File: config.mk
export PLATFORM = sky130hd
export DESIGN_NAME = mwc_top
export DESIGN_NICKNAME = d
export VERILOG_FILES = /design/src/logic/mwc_pkg.sv /design/src/logic/mwc_wake_detect.sv /design/src/logic/mwc_phy_regs.sv /design/src/logic/mwc_top.sv
export SDC_FILE = /design/constraint.sdc
export NUM_CORES = 1
export LEC_CHECK = 0
export ABC_AREA = 1
export BUFFER_PORTS_ARGS = -buffer_cell sky130_fd_sc_hd__buf_2
export CAP_MARGIN = 20
export CORE_MARGIN = 5
export CORE_UTILIZATION = 65
export CTS_BUF_LIST = sky130_fd_sc_hd__clkbuf_8
export DETAILED_ROUTE_END_ITERATION = 6
export GPL_TIMING_DRIVEN = 1
export PLACE_DENSITY = 0.88
export REMOVE_ABC_BUFFERS = 1
export SLEW_MARGIN = 40
export SYNTH_ARGS = -nofsm -noshare
export SYNTH_HDL_FRONTEND = slang
export SYNTH_SLANG_ARGS = --single-unit
File: constraint.sdc
create_clock -name mclk_in -period 3.45 [get_ports mclk_in]
set_input_delay 0.345 -clock mclk_in [delete_from_list [all_inputs] [get_ports mclk_in]]
set_output_delay 0.345 -clock mclk_in [all_outputs]
set_load 0.01 [all_outputs]
File: src/logic/mwc_pkg.sv
// shared constants and carrier types of the mac wake-up and checksum control block
// assumes a single 200 MHz clock and an apb master with 32-bit data
package mwc_pkg;
   // clock period in picoseconds, used to turn times into cycles
   localparam int CLK_PERIOD_PS = 5000;
   // register indices as printed, byte address is four times the index
   localparam logic [7:0] WAKE_CSR_IDX = 8'h0c;
   localparam logic [7:0] CHECKSUM_OFFLOAD_CONTROL_IDX = 8'h0d;
   localparam logic [7:0] WAKE_CSR_ADDR = 8'(WAKE_CSR_IDX * 4);
   localparam logic [7:0] CHECKSUM_OFFLOAD_CONTROL_ADDR = 8'(CHECKSUM_OFFLOAD_CONTROL_IDX * 4);
   // interrupt status, mask and indirect phy access
   localparam logic [7:0] INT_STAT_ADDR = 8'h10;
   localparam logic [7:0] INT_MASK_ADDR = 8'h14;
   localparam logic [7:0] PHY_ACC_ADDR = 8'h18;
   localparam logic [7:0] PHY_DATA_ADDR = 8'h1c;
   // wake control and status fields
   localparam int WK_GUE_BIT = 9;
   localparam int WK_WAKE_FRAME_RECEIVED_BIT = 6;
   localparam int WK_MPR_BIT = 5;
   localparam int WK_WAKE_FRAME_DETECT_ENABLE_BIT = 2;
   localparam int WK_MAGIC_PACKET_DETECT_ENABLE_BIT = 1;
   // checksum offload fields
   localparam int COE_TX_EN_BIT = 16;
   localparam int COE_RX_MODE_BIT = 1;
   localparam int COE_RX_EN_BIT = 0;
   // checksum start offset in default mode, bytes
   localparam logic [4:0] RX_CSUM_DEFAULT_START = 5'h0e;
   // phy access fields: index low, write flag, busy flag
   localparam int PHY_ACC_WR_BIT = 8;
   localparam int PHY_ACC_BUSY_BIT = 31;
   // reset value of every apb-mapped block register
   localparam logic [31:0] REG_RESET = 32'h00000000;
   // interrupt status bit positions
   localparam int IRQ_WAKE_FRAME_RECEIVED = 0;
   localparam int IRQ_MPR = 1;
   localparam int IRQ_WAKE = 2;
   localparam int IRQ_W = 3;
   // phy register indices
   localparam logic [4:0] PHY_BCR = 5'h00;
   localparam logic [4:0] PHY_BSR = 5'h01;
   localparam logic [4:0] PHY_ID1 = 5'h02;
   localparam logic [4:0] PHY_ID2 = 5'h03;
   localparam logic [4:0] PHY_AN_ADV = 5'h04;
   localparam logic [4:0] PHY_AN_LPA = 5'h05;
   localparam logic [4:0] PHY_AN_EXP = 5'h06;
   localparam logic [4:0] PHY_MODE = 5'h11;
   localparam logic [4:0] PHY_SPMODE = 5'h12;
   localparam logic [4:0] PHY_SPIND = 5'h1b;
   localparam logic [4:0] PHY_ISRC = 5'h1d;
   localparam logic [4:0] PHY_IMASK = 5'h1e;
   localparam logic [4:0] PHY_SPCTL = 5'h1f;
   // basic control fields and reset values
   localparam int PHY_RST_BIT = 15;
   localparam logic [15:0] PHY_BCR_WMASK = 16'h7980;
   localparam logic [15:0] PHY_BCR_RESET = 16'h1000;
   localparam logic [15:0] PHY_BSR_VALUE = 16'h7809;
   // phy software reset duration
   localparam int PHY_RST_NS = 100;
   localparam int PHY_RST_CYC = (PHY_RST_NS * 1000 + CLK_PERIOD_PS - 1) / CLK_PERIOD_PS;
   // one received frame as seen by the wake logic
   typedef struct packed {
      logic done;
      logic da_bit0;
      logic wake_match;
      logic magic;
   } mwc_rx_event_s;
   // wake enables handed to the detector
   typedef struct packed {
      logic power_save;
      logic global_unicast_wake_enable;
      logic wake_frame_detect_enable;
      logic magic_packet_detect_enable;
   } mwc_wake_cfg_s;
endpackage

File: src/logic/mwc_wake_detect.sv
// wake-up event detector: turns frame results into status pulses
// assumes frame results come from receive logic on the same clock
`timescale 1ns/1ps
module mwc_wake_detect (
   input wire mwc_pkg::mwc_rx_event_s ev_in,
   input wire mwc_pkg::mwc_wake_cfg_s cfg_in,
   output logic set_wake_frame_received_out,
   output logic set_mpr_out,
   output logic wake_out
);
   // filter match only counts in remote wake-up mode
   always_comb
   begin
      set_wake_frame_received_out = ev_in.done & ev_in.wake_match & cfg_in.wake_frame_detect_enable;
      set_mpr_out = ev_in.done & ev_in.magic & cfg_in.magic_packet_detect_enable;
      // leave power saving only while in it
      wake_out = cfg_in.power_save & (set_wake_frame_received_out | set_mpr_out
         | (ev_in.done & ~ev_in.da_bit0 & cfg_in.global_unicast_wake_enable));
   end
endmodule

File: src/logic/mwc_phy_regs.sv
// phy register bank reached only by index, never by bus address
// assumes one index access per cycle from the management access logic
`timescale 1ns/1ps
module mwc_phy_regs #(
   parameter logic [15:0] ID1 = 16'h1234, // arbitrary value
   parameter logic [15:0] ID2 = 16'h5678 // arbitrary value
) (
   input wire logic mclk_in,
   input wire logic rst_in,
   input wire logic wr_en_in,
   input wire logic [4:0] idx_in,
   input wire logic [15:0] wdata_in,
   output logic [15:0] rdata_out,
   output logic busy_out
);
   // writable bits per index; unmapped indices take nothing
   function automatic logic [15:0] wr_mask(input logic [4:0] idx);
      unique case (idx)
         mwc_pkg::PHY_BCR: wr_mask = mwc_pkg::PHY_BCR_WMASK;
         mwc_pkg::PHY_AN_ADV, mwc_pkg::PHY_MODE, mwc_pkg::PHY_SPMODE,
         mwc_pkg::PHY_SPIND, mwc_pkg::PHY_IMASK, mwc_pkg::PHY_SPCTL: wr_mask = 16'hffff;
         default: wr_mask = 16'h0000;
      endcase
   endfunction
   // reset value per index
   function automatic logic [15:0] rst_val(input logic [4:0] idx);
      unique case (idx)
         mwc_pkg::PHY_BCR: rst_val = mwc_pkg::PHY_BCR_RESET;
         mwc_pkg::PHY_BSR: rst_val = mwc_pkg::PHY_BSR_VALUE;
         mwc_pkg::PHY_ID1: rst_val = ID1;
         mwc_pkg::PHY_ID2: rst_val = ID2;
         default: rst_val = 16'h0000;
      endcase
   endfunction
   logic [15:0] phy_mem [0:31]; // one word per index
   logic [7:0] rst_cnt_r; // soft reset countdown
   // soft reset timer, started by bit 15 of basic control
   always_ff @(posedge mclk_in)
   begin
      if (rst_in)
         rst_cnt_r <= 8'h00;
      else if (wr_en_in && idx_in == mwc_pkg::PHY_BCR && wdata_in[mwc_pkg::PHY_RST_BIT])
         rst_cnt_r <= 8'(mwc_pkg::PHY_RST_CYC);
      else if (rst_cnt_r != 8'h00)
         rst_cnt_r <= rst_cnt_r - 8'h01;
   end
   // register words; soft reset spares the immune special modes word
   always_ff @(posedge mclk_in)
   begin
      if (rst_in)
      begin
         for (int i = 0; i < 32; i++)
            phy_mem[i] <= rst_val(5'(i));
      end
      else if (rst_cnt_r == 8'h01)
      begin
         for (int i = 0; i < 32; i++)
            if (5'(i) != mwc_pkg::PHY_SPMODE)
               phy_mem[i] <= rst_val(5'(i));
      end
      else if (wr_en_in)
         phy_mem[idx_in] <= (phy_mem[idx_in] & ~wr_mask(idx_in)) | (wdata_in & wr_mask(idx_in));
   end
   // reset bit reads back high until the reset completes
   always_comb
   begin
      busy_out = rst_cnt_r != 8'h00;
      rdata_out = phy_mem[idx_in];
      if (idx_in == mwc_pkg::PHY_BCR)
         rdata_out[mwc_pkg::PHY_RST_BIT] = busy_out;
   end
endmodule

File: src/logic/mwc_top.sv
// mac wake-up and checksum offload control registers with indirect phy access
// assumes an apb master on mclk_in and receive logic on the same clock
//
// Our own choice: the APB interface to the registers.
`timescale 1ns/1ps
module mwc_top #(
   parameter logic [15:0] PHY_ID1 = 16'h1234, // arbitrary value
   parameter logic [15:0] PHY_ID2 = 16'h5678 // arbitrary value
) (
   input wire logic mclk_in,
   input wire logic rst_in,
   input wire logic psel_in,
   input wire logic penable_in,
   input wire logic pwrite_in,
   input wire logic [7:0] paddr_in,
   input wire logic [31:0] pwdata_in,
   output logic [31:0] prdata_out,
   output logic pready_out,
   output logic pslverr_out,
   input wire mwc_pkg::mwc_rx_event_s rx_event_in,
   input wire logic power_save_in,
   output logic wake_out,
   output logic tx_csum_en_out,
   output logic rx_csum_en_out,
   output logic rx_csum_l3_start_out,
   output logic [4:0] rx_csum_start_out,
   output logic irq_out
);
   // wake control and status fields
   logic gue_r; // unicast wake enable
   logic wake_frame_detect_enable_r; // wake frame detect enable
   logic magic_packet_detect_enable_r; // magic packet detect enable
   logic wake_frame_received_r; // wake frame received flag
   logic mpr_r; // magic packet received flag
   // interrupt state
   logic [mwc_pkg::IRQ_W-1:0] int_stat_r;
   logic [mwc_pkg::IRQ_W-1:0] int_mask_r;
   // indirect phy access state
   logic [4:0] phy_idx_r; // last index used
   logic phy_wr_r; // last access was a write
   logic [15:0] phy_data_r; // management data word
   // apb answer staging
   logic [31:0] rdata_nxt;
   logic addr_ok_nxt;
   // phy bank interface
   logic phy_wr_en;
   logic [4:0] phy_idx;
   logic [15:0] phy_rdata;
   logic phy_busy;
   // detector outputs
   logic set_wake_frame_received;
   logic set_mpr;
   logic wake_pulse;
   mwc_pkg::mwc_wake_cfg_s wake_cfg;
   // write access phase that completes this edge
   logic acc_wr;
   // decode address of a mapped register
   function automatic logic addr_mapped(input logic [7:0] a);
      addr_mapped = a == mwc_pkg::WAKE_CSR_ADDR || a == mwc_pkg::CHECKSUM_OFFLOAD_CONTROL_ADDR
         || a == mwc_pkg::INT_STAT_ADDR || a == mwc_pkg::INT_MASK_ADDR
         || a == mwc_pkg::PHY_ACC_ADDR || a == mwc_pkg::PHY_DATA_ADDR;
   endfunction
   // write access to a given address completing now
   function automatic logic wr_hit(input logic [7:0] a, input logic w, input logic [7:0] target);
      wr_hit = w && a == target;
   endfunction
   assign acc_wr = psel_in & penable_in & pready_out & pwrite_in;
   // wake detector sees live enables
   always_comb
   begin
      wake_cfg.power_save = power_save_in;
      wake_cfg.global_unicast_wake_enable = gue_r;
      wake_cfg.wake_frame_detect_enable = wake_frame_detect_enable_r;
      wake_cfg.magic_packet_detect_enable = magic_packet_detect_enable_r;
   end
   mwc_wake_detect u_wake (
      .ev_in(rx_event_in),
      .cfg_in(wake_cfg),
      .set_wake_frame_received_out(set_wake_frame_received),
      .set_mpr_out(set_mpr),
      .wake_out(wake_pulse)
   );
   // phy index comes from the access word being written
   assign phy_idx = wr_hit(paddr_in, acc_wr, mwc_pkg::PHY_ACC_ADDR) ? pwdata_in[4:0] : phy_idx_r;
   assign phy_wr_en = wr_hit(paddr_in, acc_wr, mwc_pkg::PHY_ACC_ADDR)
      & pwdata_in[mwc_pkg::PHY_ACC_WR_BIT];
   mwc_phy_regs #(
      .ID1(PHY_ID1),
      .ID2(PHY_ID2)
   ) u_phy (
      .mclk_in(mclk_in),
      .rst_in(rst_in),
      .wr_en_in(phy_wr_en),
      .idx_in(phy_idx),
      .wdata_in(phy_data_r),
      .rdata_out(phy_rdata),
      .busy_out(phy_busy)
   );
   // read mux; reserved bits stay zero
   always_comb
   begin
      rdata_nxt = mwc_pkg::REG_RESET;
      addr_ok_nxt = addr_mapped(paddr_in);
      unique case (paddr_in)
         mwc_pkg::WAKE_CSR_ADDR:
         begin
            rdata_nxt[mwc_pkg::WK_GUE_BIT] = gue_r;
            rdata_nxt[mwc_pkg::WK_WAKE_FRAME_RECEIVED_BIT] = wake_frame_received_r;
            rdata_nxt[mwc_pkg::WK_MPR_BIT] = mpr_r;
            rdata_nxt[mwc_pkg::WK_WAKE_FRAME_DETECT_ENABLE_BIT] = wake_frame_detect_enable_r;
            rdata_nxt[mwc_pkg::WK_MAGIC_PACKET_DETECT_ENABLE_BIT] = magic_packet_detect_enable_r;
         end
         mwc_pkg::CHECKSUM_OFFLOAD_CONTROL_ADDR:
         begin
            rdata_nxt[mwc_pkg::COE_TX_EN_BIT] = tx_csum_en_out;
            rdata_nxt[mwc_pkg::COE_RX_MODE_BIT] = rx_csum_l3_start_out;
            rdata_nxt[mwc_pkg::COE_RX_EN_BIT] = rx_csum_en_out;
         end
         mwc_pkg::INT_STAT_ADDR: rdata_nxt[mwc_pkg::IRQ_W-1:0] = int_stat_r;
         mwc_pkg::INT_MASK_ADDR: rdata_nxt[mwc_pkg::IRQ_W-1:0] = int_mask_r;
         mwc_pkg::PHY_ACC_ADDR:
         begin
            rdata_nxt[4:0] = phy_idx_r;
            rdata_nxt[mwc_pkg::PHY_ACC_WR_BIT] = phy_wr_r;
            rdata_nxt[mwc_pkg::PHY_ACC_BUSY_BIT] = phy_busy;
         end
         mwc_pkg::PHY_DATA_ADDR: rdata_nxt[15:0] = phy_data_r;
         default: rdata_nxt = mwc_pkg::REG_RESET; // unmapped reads zero
      endcase
   end
   // apb answer: ready one cycle after setup, data sampled at setup
   always_ff @(posedge mclk_in)
   begin
      if (rst_in)
      begin
         pready_out <= 1'b0;
         prdata_out <= mwc_pkg::REG_RESET;
         pslverr_out <= 1'b0;
      end
      else
      begin
         pready_out <= psel_in & ~penable_in;
         // unmapped addresses answer with an error and zero data
         if (psel_in && !penable_in)
         begin
            prdata_out <= pwrite_in ? mwc_pkg::REG_RESET : rdata_nxt;
            pslverr_out <= ~addr_ok_nxt;
         end
         else
            pslverr_out <= 1'b0;
      end
   end
   // wake enables, written as a whole word
   always_ff @(posedge mclk_in)
   begin
      if (rst_in)
      begin
         gue_r <= 1'b0;
         wake_frame_detect_enable_r <= 1'b0;
         magic_packet_detect_enable_r <= 1'b0;
      end
      else if (wr_hit(paddr_in, acc_wr, mwc_pkg::WAKE_CSR_ADDR))
      begin
         gue_r <= pwdata_in[mwc_pkg::WK_GUE_BIT];
         wake_frame_detect_enable_r <= pwdata_in[mwc_pkg::WK_WAKE_FRAME_DETECT_ENABLE_BIT];
         magic_packet_detect_enable_r <= pwdata_in[mwc_pkg::WK_MAGIC_PACKET_DETECT_ENABLE_BIT];
      end
   end
   // received flags: write one clears, a new event in the same cycle wins
   always_ff @(posedge mclk_in)
   begin
      if (rst_in)
      begin
         wake_frame_received_r <= 1'b0;
         mpr_r <= 1'b0;
      end
      else
      begin
         if (set_wake_frame_received)
            wake_frame_received_r <= 1'b1;
         else if (wr_hit(paddr_in, acc_wr, mwc_pkg::WAKE_CSR_ADDR) && pwdata_in[mwc_pkg::WK_WAKE_FRAME_RECEIVED_BIT])
            wake_frame_received_r <= 1'b0;
         if (set_mpr)
            mpr_r <= 1'b1;
         else if (wr_hit(paddr_in, acc_wr, mwc_pkg::WAKE_CSR_ADDR) && pwdata_in[mwc_pkg::WK_MPR_BIT])
            mpr_r <= 1'b0;
      end
   end
   // checksum engine controls; software keeps them steady while paths run
   always_ff @(posedge mclk_in)
   begin
      if (rst_in)
      begin
         tx_csum_en_out <= 1'b0;
         rx_csum_l3_start_out <= 1'b0;
         rx_csum_en_out <= 1'b0;
      end
      else if (wr_hit(paddr_in, acc_wr, mwc_pkg::CHECKSUM_OFFLOAD_CONTROL_ADDR))
      begin
         tx_csum_en_out <= pwdata_in[mwc_pkg::COE_TX_EN_BIT];
         rx_csum_l3_start_out <= pwdata_in[mwc_pkg::COE_RX_MODE_BIT];
         rx_csum_en_out <= pwdata_in[mwc_pkg::COE_RX_EN_BIT];
      end
   end
   // start offset for the receive engine; zero means find layer 3 itself
   always_ff @(posedge mclk_in)
   begin
      if (rst_in)
         rx_csum_start_out <= mwc_pkg::RX_CSUM_DEFAULT_START;
      else if (wr_hit(paddr_in, acc_wr, mwc_pkg::CHECKSUM_OFFLOAD_CONTROL_ADDR))
         rx_csum_start_out <= pwdata_in[mwc_pkg::COE_RX_MODE_BIT] ? 5'h00
            : mwc_pkg::RX_CSUM_DEFAULT_START;
   end
   // wake output, one cycle per waking frame
   always_ff @(posedge mclk_in)
   begin
      if (rst_in)
         wake_out <= 1'b0;
      else
         wake_out <= wake_pulse;
   end
   // interrupt status: set wins over write-one clear
   always_ff @(posedge mclk_in)
   begin
      if (rst_in)
         int_stat_r <= '0;
      else
      begin
         for (int i = 0; i < mwc_pkg::IRQ_W; i++)
         begin
            if ((i == mwc_pkg::IRQ_WAKE_FRAME_RECEIVED && set_wake_frame_received) || (i == mwc_pkg::IRQ_MPR && set_mpr)
                || (i == mwc_pkg::IRQ_WAKE && wake_pulse))
               int_stat_r[i] <= 1'b1;
            else if (wr_hit(paddr_in, acc_wr, mwc_pkg::INT_STAT_ADDR) && pwdata_in[i])
               int_stat_r[i] <= 1'b0;
         end
      end
   end
   // interrupt mask
   always_ff @(posedge mclk_in)
   begin
      if (rst_in)
         int_mask_r <= '0;
      else if (wr_hit(paddr_in, acc_wr, mwc_pkg::INT_MASK_ADDR))
         int_mask_r <= pwdata_in[mwc_pkg::IRQ_W-1:0];
   end
   // level interrupt, one cycle behind status
   always_ff @(posedge mclk_in)
   begin
      if (rst_in)
         irq_out <= 1'b0;
      else
         irq_out <= |(int_stat_r & int_mask_r);
   end
   // indirect phy access: a read copies the indexed word into the data word
   always_ff @(posedge mclk_in)
   begin
      if (rst_in)
      begin
         phy_idx_r <= 5'h00;
         phy_wr_r <= 1'b0;
         phy_data_r <= 16'h0000;
      end
      else if (wr_hit(paddr_in, acc_wr, mwc_pkg::PHY_ACC_ADDR))
      begin
         phy_idx_r <= pwdata_in[4:0];
         phy_wr_r <= pwdata_in[mwc_pkg::PHY_ACC_WR_BIT];
         if (!pwdata_in[mwc_pkg::PHY_ACC_WR_BIT])
            phy_data_r <= phy_rdata;
      end
      else if (wr_hit(paddr_in, acc_wr, mwc_pkg::PHY_DATA_ADDR))
         phy_data_r <= pwdata_in[15:0];
   end
   // checks
   localparam int RST_BOUND = mwc_pkg::PHY_RST_CYC + 2;
endmodule

==> summary.txt <==
STA
  • Pins Over Slew Limit: 0
  • Worst Skew: 0.0273 ns
  • Final hold vios: 0
  • Unrepaired setup endpoints after global routing: false
  • Setup ws final: 0.0786 ns
  • Crit share post-route: a little over nine tenths
  • Peak Freq: 0.297 GHz
  • Worst-Margin Slew: ~0.76 ns
  • Hold WS: approximately 0.01 ns
  • Setup-failing EPs final: 0
  • Aggregate negative setup slack: 0 ns
  • Min Tclk post-route: approximately 3.4 ns
  • Max-slew headroom: between 40% and 50%

Pwr
  • Net Sw Frac: between 20% and 30%
  • Peak VDD IR: a little over 300 uV
  • P_leak: ~13 nW
  • Clk pwr share: 30.6%
  • Pwr Density: 558 nW/um^2
  • Switching power: 4.84 mW
  • Sequential cell fraction of total power: 54.1%
  • Internal power: 12.3 mW
  • Comb pwr share: 15.3%
  • Pwr Total: between 15 and 20 mW

Floorplanning
  • DIE WIDTH: 214 um
  • Die Y: about 210 um
  • Core Footprint: ~41000 sq um
  • Row count: between 70 and 80
  • I/O Pins: 94
  • DIE AREA: between 40000 and 50000 sq um
  • Effective utilization at floorplan: between 60% and 70%

Route
  • First-iteration detailed-routing DRC count: roughly 4200
  • Post-DRT Antenna Nets: 0
  • Total number of vias: around 23000
  • First drt pass iteration count: 6
  • DRC: 0
  • Routed len/inst: 22.0 um
  • Routed Wire Length: ~83 mm
  • Vias per std cell: around 6.1

Worst setup path
  • Worst path arrival time: roughly 3.8 ns
  • Critical path peak fanout: 23
  • Worst endpoint required time: 3.87 ns
  • CP startpoint kind: register
  • Crit Path Class: register to register
  • Critical Path End Type: register

CTS
  • Clock slew at reported path FFs: roughly 0.06 ns
  • CTS tree: yes
  • CTS buffer count: 90
  • # H-tree levels: 3
  • Clk sinks: roughly 580
  • Post-CTS setup buffers: 0
  • Skew-Pair Late Insertion Delay: ~0.70 ns
  • CTS root buffer: clkbuf_8
  • Maximum clock path buffer count: 3

Place
  • Post-Place Worst Slack: -0.0197 ns
  • Area after DPL: between 20000 and 30000 sq um
  • I/O Buffers: 62
  • Final GP Congestion: ~1.0
  • Inst Count DP: 3638
  • Detailed Place HPWL: between 50 and 60 mm

Outcome
  • Status: completed

Final layout
  • Final instance area: about 30000 sq um
  • Antenna Cells: 0
  • Post-layout util: approximately three quarters
  • Final nets: ~3300
  • Finished Layout Cells: 3803
  • Layout cells sized above 1: between 10% and 20%
  • Layout area overhead: 13.2%

Global route
  • Gr usage total: around 36%
  • Pin count of the biggest net entering global routing: 74
  • Wire length of the first global-routing pass: approximately 130 mm
  • Grt total ovfl: 0
  • Number of global-route vias before repair: around 23000
  • Initial antenna violation count: 0

Min path
  • Hold Crit Class: primary input to register

Synth
  • Cell count after synthesis: 3053
  • Post-synthesis sequential area ratio: between 60% and 70%
  • Avg Inst Size Synth: approximately 8.9 sq um
  • Seq cells post-synth: slightly below 600
  • Yosys warnings: 0
  • Synthesized area: 27200 sq um
  • Unique cell type count in the Yosys netlist: 42

Flow run
  • MaxCap Viol Count: 0
## power groups by stage
| stage | Clock (mW) | Combinational (mW) | Sequential, mW |
|---|---|---|---|
| 4_1_cts | 5.23 | 2.55 | 9.25 |
| 3_3_place_gp | 0 | 2.40 | 9.31 |
| 5_1_grt | 5.60 | 2.79 | 9.33 |
| 6_report | 5.24 | 2.62 | 9.27 |
| 3_5_place_dp | 0 | 2.51 | 9.38 |
| 2_1_floorplan | 0 | 1.35 | 9.30 |
## logic make-up after synthesis
family,Yosys count,share of synthesized area [%]
flops,579,61.6
xor+xnor,3,0.0968
compound gates,184,3.81
buf+inv,292,5.56
simple gates,1992,28.9
other cells,1,0.0138
fa+ha+maj,2,0.0922
## sequential cells by signal, indices dropped and copies added (netlist names), 3 cells and up
name and count:
int_mask_r 3, int_stat_r 3, phy_data_r 16, phy_idx_r 5, prdata_out 18, u_phy.phy_mem 512
u_phy.rst_cnt_r 8
## layout by cell type, fill, tap and decap left out, types with 2 or more instances in the layout
cell | netlist | final
o21ai_4 | 2 | 12
o21ai_0 | 27 | 25
o211ai_1 | 2 | 2
dlygate4sd3_1 | 0 | 4
nor2_4 | 6 | 7
xor2_1 | 2 | 2
a21oi_1 | 126 | 126
inv_2 | 9 | 9
clkinvlp_4 | 0 | 4
nand2_8 | 1 | 2
buf_12 | 0 | 47
o21ai_1 | 1 | 3
a31oi_1 | 3 | 3
clkinv_2 | 0 | 15
o21ai_2 | 16 | 6
nand3_1 | 144 | 144
nand2_4 | 2 | 4
clkinv_1 | 2 | 21
conb_1 | 1 | 16
nor2_2 | 4 | 8
buf_4 | 46 | 139
nand2_1 | 1279 | 1278
nor2_1 | 527 | 522
edfxtp_1 | 512 | 512
ha_1 | 2 | 2
nand2_2 | 4 | 2
dfxtp_1 | 67 | 67
buf_2 | 79 | 62
inv_1 | 71 | 98
nand4_1 | 10 | 10
clkbuf_8 | 0 | 95
nor3_1 | 8 | 8
a22oi_1 | 3 | 3
nand4_2 | 2 | 2
## metal layers
| layer | track usage (%) | up-vias | part of all wire (%) |
|---|---|---|---|
| met5 | 0 | - | 0 |
| met3 | 11.3 | 386 | 15 |
| met1 | 44.3 | 10700 | 33 |
| met4 | 22.0 | 0 | 7.3 |
| li1 | - | 10200 | - |
| met2 | 54.6 | 1998 | 45 |
## critical path: stages, from the launching register on
cell and delay, ns:
dfxtp_1 0.31, nand2_1 0.10, nor2_4 0.05, nand3_2 0.11
buf_4 0.25, nand2_1 0.12, nand2_4 0.15, buf_4 0.33
buf_4 0.30, a21oi_1 0.06, o21ai_1 0.24, buf_4 0.17
nand2_1 0.05, nor2_1 0.20, nand3_1 0.16, o21ai_4 0.19
buf_12 0.22, nor2_1 0.06
## layout make-up
class / count / area (sq um)
flip-flops and latches: 579 / 16700
repair buffers: 252 / 2330
multi-input cells: 2197 / 9100
clock buffers: 95 / 1310
clock inverters: 66 / 294
inverters: 82 / 308
fillers: 2622 / 10400
well taps: 532 / 666
## path summary, 6_finish.rpt
path         cells after the start            from                         end  slack, ns
max                             17      pready_out        u_phy.phy_mem[30][6]       0.08
max reg2reg                     17      pready_out        u_phy.phy_mem[30][6]       0.08
min                              3    pwdata_in[2]  wake_frame_detect_enable_r       0.01
min reg2reg                      2  prdata_out[14]              prdata_out[14]       0.47
## repair_timing
item,4_1_cts,5_1_grt
hold buffers,3,1
setup endpoints to repair,0,125
endpoints found under the hold margin,3,1
resized for setup,0,5
## Yosys cell counts
| master | instances | area (sq um) |
|---|---|---|
| a211o_1 | 1 | 8.76 |
| a221oi_1 | 1 | 8.76 |
| nand3_1 | 144 | 721 |
| buf_1 | 10 | 37.5 |
| o21ai_0 | 27 | 135 |
| clkinv_1 | 2 | 7.51 |
| nand2_2 | 4 | 25.0 |
| nor3_2 | 1 | 10.0 |
| nor3_1 | 8 | 40.0 |
| nor2_2 | 4 | 25.0 |
| o21ai_2 | 16 | 140 |
| a21oi_1 | 126 | 631 |
| inv_1 | 71 | 267 |
| or2_2 | 1 | 6.26 |
| a22oi_1 | 3 | 22.5 |
| nor2_1 | 527 | 1980 |
| buf_4 | 46 | 345 |
| inv_2 | 9 | 33.8 |
| clkbuf_1 | 56 | 210 |
| edfxtp_1 | 512 | 15400 |
| nand2_4 | 2 | 22.5 |
| o21ai_4 | 2 | 32.5 |
| nor3_4 | 1 | 16.3 |
| o2bb2ai_1 | 1 | 8.76 |
| nand3_2 | 1 | 10.0 |
| nor4_1 | 1 | 6.26 |
| o211ai_1 | 2 | 15.0 |
| nand4_2 | 2 | 25.0 |
| nand2_8 | 1 | 20.0 |
| a31oi_1 | 3 | 18.8 |
| xnor2_1 | 1 | 8.76 |
| dfxtp_1 | 67 | 1340 |
| conb_1 | 1 | 3.75 |
| nand2_1 | 1279 | 4800 |
| nor2_4 | 6 | 67.6 |
| o31ai_1 | 1 | 7.51 |
| o21ai_1 | 1 | 5.00 |
| xor2_1 | 2 | 17.5 |
| buf_2 | 79 | 395 |
| buf_6 | 19 | 214 |
| ha_1 | 2 | 25.0 |
| nand4_1 | 10 | 62.6 |
(Power assumes the default switching activity.)
